$ cat src/core/stat_pages_pkg.sv
// Constants, types and layout of the device statistics log pages
package stat_pages_pkg;
  localparam logic [7:0] PAGE_INDEX = 8'h00;
  localparam logic [7:0] PAGE_GENERAL = 8'h01;
  localparam logic [7:0] PAGE_MEDIA = 8'h03;
  localparam logic [15:0] REV_INDEX = 16'h0001;
  localparam logic [15:0] REV_GENERAL = 16'h0002;
  localparam logic [15:0] REV_MEDIA = 16'h0001;
  localparam logic [7:0] INDEX_COUNT = 8'h03;
  localparam logic [8:0] OFS_COUNT = 9'h008;
  localparam logic [8:0] OFS_FIRST = 9'h009;
  localparam logic [5:0] QW_LAST = 6'h3F;
  localparam logic [5:0] QW_STAT_LAST = 6'h06;
  localparam logic [7:0] FLAGS_VALID = 8'hC0;
  localparam logic [31:0] CNT_RESET = 32'h0000_0000;
  localparam logic [47:0] CNT48_RESET = 48'h0000_0000_0000;
  // Counter increment strobes, one bit per statistic
  typedef struct packed {
    logic por;
    logic poh;
    logic sec_wr;
    logic cmd_wr;
    logic sec_rd;
    logic cmd_rd;
    logic spin_hr;
    logic fly_hr;
    logic load;
    logic realloc;
    logic recover;
    logic start_fail;
  } event_s;
  // Byte out to the transport
  typedef struct packed {
    logic [7:0] data;
    logic last;
  } byte_s;
  localparam int BYTE_W = 9;
endpackage
$ cat src/core/stat_pages.sv
// Statistics counters, log page formatter and output byte FIFO
`timescale 1ns/10ps
`default_nettype none

// Small word FIFO between the page formatter and the output register.
// Both sides use valid and ready; a word moves when both are high.
// Full and empty come from the fill level, so no pointer compare is needed.
module stat_fifo #(
  parameter int WIDTH = 9,
  parameter int DEPTH = 4
) (
  input wire logic clk_sys,
  input wire logic rst_b,
  input wire logic [WIDTH-1:0] in_data,
  input wire logic in_valid,
  output logic in_ready,
  output logic [WIDTH-1:0] out_data,
  output logic out_valid,
  input wire logic out_ready
);
  localparam int AW = $clog2(DEPTH);
  logic [WIDTH-1:0] mem [DEPTH]; // Storage words
  logic [AW-1:0] wr_reg; // Write pointer
  logic [AW-1:0] rd_reg; // Read pointer
  logic [AW:0] cnt_reg; // Fill level
  // Handshakes on each side
  wire push = in_valid && in_ready;
  wire pop = out_valid && out_ready;
  // Full when the level reaches the depth, empty at zero
  assign in_ready = (cnt_reg != DEPTH[AW:0]);
  assign out_valid = (cnt_reg != '0);
  assign out_data = mem[rd_reg];
  // Pointer and level update
  // Pointers wrap at the depth, so a depth that is not a power of two works
  always_ff @(posedge clk_sys or negedge rst_b)
  begin
    if (!rst_b)
    begin
      // Empty after reset
      wr_reg <= '0;
      rd_reg <= '0;
      cnt_reg <= '0;
    end
    else
    begin
      if (push)
        wr_reg <= (wr_reg == AW'(DEPTH - 1)) ? '0 : wr_reg + 1'b1;
      if (pop)
        rd_reg <= (rd_reg == AW'(DEPTH - 1)) ? '0 : rd_reg + 1'b1;
      cnt_reg <= cnt_reg + {{AW{1'b0}}, push} - {{AW{1'b0}}, pop};
    end
  end
  // Storage write, no reset needed
  always_ff @(posedge clk_sys)
  begin
    if (push)
      mem[wr_reg] <= in_data;
  end
endmodule // stat_fifo

// Log page formatter.
// Keeps one counter per statistic and takes a page request when idle.
// On taking it, the counters are copied so one page shows one instant.
// The 512-byte page then streams through the FIFO to a registered output.
// Unknown page numbers stream zeros, so the host always gets a full page.
// A new request is taken once the last byte has entered the FIFO.
// The sink may stall at any time; bytes are never dropped.
module stat_pages (
  input wire logic clk_sys,
  input wire logic rst_b,
  input wire stat_pages_pkg::event_s events, // Increment strobes, same clock
  input wire logic req_valid, // Page read request
  input wire logic [7:0] req_page, // Requested page number
  output logic req_ready, // Idle, request accepted
  output logic [7:0] out_data, // Page byte
  output logic out_last, // Final byte of page
  output logic out_valid, // Byte valid
  input wire logic out_ready // Sink accepts byte
);
  import stat_pages_pkg::*;

  // Sequencer states, one-hot
  // Idle waits for a request; send walks the 512 byte offsets
  // Any other code falls back to idle
  typedef enum logic [1:0] {
    ST_IDLE = 2'b01,
    ST_SEND = 2'b10
  } state_e;

  state_e state_reg; // Sequencer state
  logic [7:0] page_reg; // Page being sent
  logic [8:0] byte_reg; // Byte offset in page
  // Live counters, one per statistic
  logic [31:0] por_reg, poh_reg, spin_reg, fly_reg, load_reg, realloc_reg, recover_reg, fail_reg;
  logic [47:0] secwr_reg, cmdwr_reg, secrd_reg, cmdrd_reg;
  logic [31:0] snap32 [8]; // Snapshot, stable during a page
  logic [47:0] snap48 [4];
  logic [7:0] ob_data_reg; // Output stage
  logic ob_last_reg;
  logic ob_valid_reg;
  logic ready_reg; // Idle flag, drives req_ready

  // Statistic quadword: flags, reserved zero, value
  function automatic logic [63:0] stat_qw(input logic [47:0] v);
    stat_qw = {FLAGS_VALID, 8'h00, v};
  endfunction
  // Header quadword with zero upper bits
  function automatic logic [63:0] hdr_qw(input logic [7:0] pg, input logic [15:0] rev);
    hdr_qw = {40'h00_0000_0000, pg, rev};
  endfunction
  // Widen a 32-bit count into the 48-bit value field
  function automatic logic [47:0] z32(input logic [31:0] v);
    z32 = {16'h0000, v};
  endfunction
  // Add one strobe to a 32-bit count; wraps at full scale
  function automatic logic [31:0] inc32(input logic [31:0] c, input logic e);
    inc32 = c + {31'h0, e};
  endfunction
  // Add one strobe to a 48-bit count; wraps at full scale
  function automatic logic [47:0] inc48(input logic [47:0] c, input logic e);
    inc48 = c + {47'h0, e};
  endfunction

  // Counters: one per event, saturation not needed at these widths
  // Each strobe adds one in the cycle it is high; page reads never touch
  // the live counters, they only copy them into the snapshot
  always_ff @(posedge clk_sys or negedge rst_b)
  begin
    if (!rst_b)
    begin
      // All counts start from zero
      por_reg <= CNT_RESET;
      poh_reg <= CNT_RESET;
      spin_reg <= CNT_RESET;
      fly_reg <= CNT_RESET;
      load_reg <= CNT_RESET;
      realloc_reg <= CNT_RESET;
      recover_reg <= CNT_RESET;
      fail_reg <= CNT_RESET;
      secwr_reg <= CNT48_RESET;
      cmdwr_reg <= CNT48_RESET;
      secrd_reg <= CNT48_RESET;
      cmdrd_reg <= CNT48_RESET;
    end
    else
    begin
      // General page statistics
      por_reg <= inc32(por_reg, events.por);
      poh_reg <= inc32(poh_reg, events.poh);
      // Rotating media statistics
      spin_reg <= inc32(spin_reg, events.spin_hr);
      fly_reg <= inc32(fly_reg, events.fly_hr);
      load_reg <= inc32(load_reg, events.load);
      realloc_reg <= inc32(realloc_reg, events.realloc);
      recover_reg <= inc32(recover_reg, events.recover);
      fail_reg <= inc32(fail_reg, events.start_fail);
      // 48-bit sector and command counts
      secwr_reg <= inc48(secwr_reg, events.sec_wr);
      cmdwr_reg <= inc48(cmdwr_reg, events.cmd_wr);
      secrd_reg <= inc48(secrd_reg, events.sec_rd);
      cmdrd_reg <= inc48(cmdrd_reg, events.cmd_rd);
    end
  end

  // Quadword select for the current byte
  // Bits 8:3 pick the quadword, bits 2:0 the byte lane within it
  wire [5:0] qw_idx = byte_reg[8:3];
  wire [2:0] lane = byte_reg[2:0];
  logic [63:0] qw_word;
  logic [7:0] idx_byte;
  logic [7:0] page_byte;
  // Index page bytes beyond the header
  // Count first, then page numbers in ascending order, then reserved zeros
  always_comb
  begin
    idx_byte = 8'h00;
    if (byte_reg == OFS_COUNT)
      idx_byte = INDEX_COUNT;
    else if (byte_reg == OFS_FIRST)
      idx_byte = PAGE_INDEX;
    else if (byte_reg == OFS_FIRST + 9'h001)
      idx_byte = PAGE_GENERAL;
    else if (byte_reg == OFS_FIRST + 9'h002)
      idx_byte = PAGE_MEDIA;
  end
  // Quadword content per page
  // Unused quadwords and unknown pages fall to zero
  always_comb
  begin
    qw_word = 64'h0;
    case (page_reg)
      // Index: only the header is a quadword, the list is bytewise
      PAGE_INDEX:
        if (qw_idx == 6'h00)
          qw_word = hdr_qw(PAGE_INDEX, REV_INDEX);
      // General: header, then six statistic quadwords
      PAGE_GENERAL:
        case (qw_idx)
          6'h00: qw_word = hdr_qw(PAGE_GENERAL, REV_GENERAL);
          6'h01: qw_word = stat_qw(z32(snap32[0]));
          6'h02: qw_word = {32'h0, snap32[1]}; // Power-on hours, no flags
          6'h03: qw_word = stat_qw(snap48[0]);
          6'h04: qw_word = stat_qw(snap48[1]);
          6'h05: qw_word = stat_qw(snap48[2]);
          6'h06: qw_word = stat_qw(snap48[3]);
          default: qw_word = 64'h0;
        endcase
      // Rotating media: header, then six statistic quadwords
      PAGE_MEDIA:
        case (qw_idx)
          6'h00: qw_word = hdr_qw(PAGE_MEDIA, REV_MEDIA);
          6'h01: qw_word = stat_qw(z32(snap32[2]));
          6'h02: qw_word = stat_qw(z32(snap32[3]));
          6'h03: qw_word = stat_qw(z32(snap32[4]));
          6'h04: qw_word = stat_qw(z32(snap32[5]));
          6'h05: qw_word = stat_qw(z32(snap32[6]));
          6'h06: qw_word = stat_qw(z32(snap32[7]));
          default: qw_word = 64'h0;
        endcase
      default: qw_word = 64'h0;
    endcase
  end
  // Little-endian byte pick; index body bytes come from the list
  wire idx_body = (page_reg == PAGE_INDEX) && (qw_idx != 6'h00);
  wire [7:0] lane_byte = qw_word[{lane, 3'b000} +: 8];
  assign page_byte = idx_body ? idx_byte : lane_byte;

  // Formatter to FIFO
  // A byte leaves only when the FIFO has room; the offset moves on each one
  wire fifo_in_ready;
  wire gen_valid = (state_reg == ST_SEND);
  wire gen_last = (byte_reg == 9'h1FF);
  wire gen_fire = gen_valid && fifo_in_ready;
  wire [BYTE_W-1:0] fifo_out;
  wire fifo_out_valid;
  wire ob_take = !ob_valid_reg || out_ready;
  byte_s gen_byte;
  assign gen_byte = '{data: page_byte, last: gen_last};
  assign req_ready = ready_reg; // Straight from its flop

  // Sequencer; snapshot counters on accept so a page is self-consistent
  // Idle: take a request and freeze the counters; send: one byte per FIFO slot
  // The offset wraps to zero after the last byte, ready for the next page
  always_ff @(posedge clk_sys or negedge rst_b)
  begin
    if (!rst_b)
    begin
      state_reg <= ST_IDLE;
      page_reg <= 8'h00;
      byte_reg <= 9'h000;
      for (int i = 0; i < 8; i++)
        snap32[i] <= CNT_RESET;
      for (int j = 0; j < 4; j++)
        snap48[j] <= CNT48_RESET;
    end
    else
    begin
      case (state_reg)
        ST_IDLE:
          if (req_valid)
          begin
            state_reg <= ST_SEND;
            page_reg <= req_page;
            byte_reg <= 9'h000;
            // General page counts
            snap32[0] <= por_reg;
            snap32[1] <= poh_reg;
            // Rotating media counts
            snap32[2] <= spin_reg;
            snap32[3] <= fly_reg;
            snap32[4] <= load_reg;
            snap32[5] <= realloc_reg;
            snap32[6] <= recover_reg;
            snap32[7] <= fail_reg;
            // 48-bit sector and command counts
            snap48[0] <= secwr_reg;
            snap48[1] <= cmdwr_reg;
            snap48[2] <= secrd_reg;
            snap48[3] <= cmdrd_reg;
          end
        ST_SEND:
          if (gen_fire)
          begin
            byte_reg <= byte_reg + 9'h001;
            if (gen_last)
              state_reg <= ST_IDLE; // Full 512 bytes always sent
          end
        default: state_reg <= ST_IDLE;
      endcase
    end
  end

  // Idle flag kept in its own flop so the port comes straight from a register
  // It follows the sequencer: low from the taken request to the last byte
  always_ff @(posedge clk_sys or negedge rst_b)
  begin
    if (!rst_b)
      ready_reg <= 1'b1; // Idle out of reset
    else if (req_valid && ready_reg)
      ready_reg <= 1'b0; // Request taken, busy with a page
    else if (gen_fire && gen_last)
      ready_reg <= 1'b1; // Last byte handed to the FIFO
  end

  // Four-word buffer decouples the formatter from sink stalls
  stat_fifo #(
    .WIDTH(BYTE_W),
    .DEPTH(4)
  ) u_fifo (
    .clk_sys(clk_sys),
    .rst_b(rst_b),
    .in_data(gen_byte),
    .in_valid(gen_valid),
    .in_ready(fifo_in_ready),
    .out_data(fifo_out),
    .out_valid(fifo_out_valid),
    .out_ready(ob_take)
  );

  // Registered output stage
  // Holds a byte until the sink takes it; loads whenever empty or draining,
  // so a steady ready gives one byte per cycle
  always_ff @(posedge clk_sys or negedge rst_b)
  begin
    if (!rst_b)
    begin
      ob_valid_reg <= 1'b0;
      ob_data_reg <= 8'h00;
      ob_last_reg <= 1'b0;
    end
    else if (ob_take)
    begin
      // Byte field sits above the last flag in the FIFO word
      ob_valid_reg <= fifo_out_valid;
      ob_data_reg <= fifo_out[8:1];
      ob_last_reg <= fifo_out[0];
    end
  end
  assign out_data = ob_data_reg;
  assign out_last = ob_last_reg;
  assign out_valid = ob_valid_reg;
endmodule // stat_pages

`default_nettype wire

$ cat config.mk
export PLATFORM = sky130hd
export DESIGN_NAME = stat_pages
export DESIGN_NICKNAME = d
export VERILOG_FILES = /design/src/core/stat_pages_pkg.sv /design/src/core/stat_pages.sv
export SDC_FILE = /design/constraint.sdc
export NUM_CORES = 2
export LEC_CHECK = 0
export BUFFER_PORTS_ARGS = -buffer_cell sky130_fd_sc_hd__buf_4
export CAP_MARGIN = 15
export CORE_ASPECT_RATIO = 1.25
export CORE_MARGIN = 2
export CORE_UTILIZATION = 50
export CTS_BUF_LIST = sky130_fd_sc_hd__clkbuf_8
export DETAILED_ROUTE_END_ITERATION = 10
export PLACE_DENSITY = 0.75
export SYNTH_ARGS = -nofsm -noshare
export SYNTH_HDL_FRONTEND = slang
export SYNTH_SLANG_ARGS = --single-unit
export TNS_END_PERCENT = 50
$ cat constraint.sdc
create_clock -name clk_sys -period 3.1 [get_ports clk_sys]
set_input_delay 0.155 -clock clk_sys [delete_from_list [all_inputs] [get_ports clk_sys]]
set_output_delay 0.155 -clock clk_sys [all_outputs]
set_load 0.02 [all_outputs]
==> results.cfg <==
[global_route]
grt_overflow_total = 0
grt_usage_pct = 26.56
grt_start_max_net_pins = 145
antenna_found_initial = 1
grt_first_pass_wirelength_um = 176100
grt_pass1_vias = 31383

[pwr]
vdd_drop_max_uv = 586.6
netSwitchingPower_mw = 10.39
powerDensity_nw_per_um2 = 684.6
seqPwrFrac_pct = 48.1
comb_power_share_pct = 16.5
p_total_mw = 32.49
leakage_nw = 23.27
p_clk_share_pct = 35.3
p_int_mw = 22.11
switching_share_pct = 31.97

[sta]
fmax_mhz = 334.1
slew_viol_final = 0
finalSetupViolations = 0
hold-worst-slack_ps = 77.65
finalCriticalPeriod_ps = 2993
rsz0062_at_grt = no
finalCritPeriodShare_pct = 96.54
worst_pin_slew_ps = 933.1
skew_ps = 58.75
slew_headroom_pct = 37.80
hold_viol = 0
tns_ps = 0

[min_path]
holdCritStartpoint = req_page[4]
whs_path_depth = 4
min_path_type = in2reg
worstHoldEndpoint = page_reg[4]

[clock_network]
cts_buffers = 152
cts-root-buf = clkbuf_8
cts.reportedPaths.clkPinSlew_ps = 70
clock-sinks = 969
clk_path_buf_depth = 3
tritoncts = built
cts_max_level = 4
clk_latency_ps = 850

[synth]
ys_top_cells_by_area = dfrtp_1, nand2_1, xnor2_1
ys_ff_latch = 969
yosys.area.top_type = dfrtp_1
avgSynthCellArea_sq_um = 9.947
synth_flop_cell = dfrtp_1
post-synth-top-count-cell = nand2_1
ys_warn_count = 0
async_flop_share_pct = 96.28
synth_area_sq_um = 41650
synth_fp_nets = 4248
synthCells = 4187
seq_area_frac_synth_pct = 58.66
synth_common_cells = nand2_1, dfrtp_1, xnor2_1, nand3_1, clkbuf_1
yosysTopAreaCellShare_pct = 55.94
synthDistinctLibCells = 68
synth_edf_count = 36

[floorplanning]
die_h_um = 326.7
rows = 118
start_util_pct = 50.37
coreArea_sq_um = 82680
die_width_um = 262.1
dieArea_sq_um = 85630
ios = 35

[setup_path]
crit_family = simple AND/OR/NAND/NOR gates
crit_chain = or4b_4, nor2_4, buf_12, a22oi_1, a31oi_1, a32oi_1, nand2_1, nor4bb_1, buf_4
r2r-start = byte_reg[8]
critical_path.max_fanout = 32
r2r_end = u_fifo.mem[1][5]
worst-r2r-setup-slack_ps = 110
endpoint_kind = flip-flop
crit_type = reg2reg
max_stage_delay_ps = 590
cp.required_ps = 3800
slowest_stage = or4b_4
crit_path_start_kind = flip-flop
worstPathArrival_ps = 3690
r2r_cells = 9
path_buf_inv = 2

[drt]
detail_route.iter0.violations = 3187
routed_via_density = 5.626
antenna_left = 0
vias = 31236
drt-pass1-iter-count = 10
routedWlPerCell_um = 19.93
remaining_drc_errors = 0
drt_wl_total_um = 110700

[placement]
place_congestion = 0.9896
dp_hpwl_um = 77870
place_area_sq_um = 43850
io_buffers = 34

[final_layout]
fin_nets = 4409
top_regs = snap32 x256, snap48 x192
top_register = snap32
drive_gt1_share_pct = 9.841
fin_area_sq_um = 47470
area_growth_pct = 13.97
largest_reg_flops = 256

[job]
cap_violations = 0

[outcome]
status = finished, final reports clean
-- cell families after synthesis --
family | count (synthesis) | share of synthesized area, %
AO/OA/AOI/OAI | 274 | 4.906
XOR/XNOR | 429 | 9.022
adder cells (fa/ha/maj) | 37 | 1.130
buffers and inverters | 216 | 2.091
flip-flops | 969 | 58.66
multiplexers | 32 | 1.079
AND/OR/NAND/NOR | 2230 | 23.11
-- power groups by stage --
stage / combinational [mW] / sequential (mW) / clock (mW)
2_1_floorplan: 3.39 / 15.2 / 0
3_3_place_gp: 5.17 / 15.8 / 0
3_5_place_dp: 5.32 / 15.8 / 0
4_1_cts: 5.41 / 15.6 / 11.7
5_1_grt: 5.96 / 15.8 / 12.3
6_report: 5.37 / 15.6 / 11.5
-- worst max-delay path by stage --
stage	slack, ps	from	depth (start not counted)	endpoint
after floorplan	620	byte_reg[8]	9	u_fifo.mem[0][5]
after global placement	100	byte_reg[8]	9	u_fifo.mem[0][5]
after detailed placement	120	byte_reg[3]	8	u_fifo.mem[3][5]
after CTS	100	byte_reg[8]	9	u_fifo.mem[3][5]
after global routing	70	byte_reg[5]	9	u_fifo.mem[0][5]
final	110	byte_reg[8]	9	u_fifo.mem[1][5]
-- cell type report --
class	count	area, sq um
multi-input combinational	3002	16380
clock inverter	89	690.7
antenna	1	2.502
tap	1080	1351
inverter	38	142.6
fill	7029	35210
clock buffer	188	2587
timing repair buffer	185	1879
sequential	969	24430
-- worst min-delay path: stages --
cell,delay [ps]
dlygate4sd3_1,530
buf_4,100
nand2_1,40
nand2_1,50
-- placed cells by master (no fill, tap or decap), types with 83 or more instances in the layout --
cell and instances:
nand2_1 1558, dfrtp_1 930, xnor2_1 327, nand3_1 222, clkbuf_8 188, buf_4 123
nor2_1 117, nand4_1 105, xor2_1 102, a22oi_1 83
-- repair_timing --
item	4_1_cts	5_1_grt
setup buffers	0	2
endpoints found under the hold margin	787	0
resized for setup	0	2
hold buffers	29	0
endpoints found under the setup margin	0	6
-- per-stage QoR --
step / worst slack, ps / cells / util, %
2_1_floorplan: 619.3 / 4187 / -
6_report: 107.3 / 5552 / 57.41
5_1_grt: 66.76 / 5552 / 57.41
3_3_place_gp: 98.65 / 5243 / 53.04
4_1_cts: 98.12 / 5549 / 57.36
3_5_place_dp: 122.5 / 5243 / 53.04
-- layer usage --
| metal | share of wire, % | wire length (um) | GRT usage, % |
|---|---|---|---|
| met2 | 49 | 53720 | 42.89 |
| met1 | 39 | 42800 | 33.27 |
| met5 | 0 | 0 | 0 |
| met4 | 6.4 | 7091 | 15.44 |
| met3 | 6.4 | 7054 | 5.160 |
(Power assumes the default switching activity.)
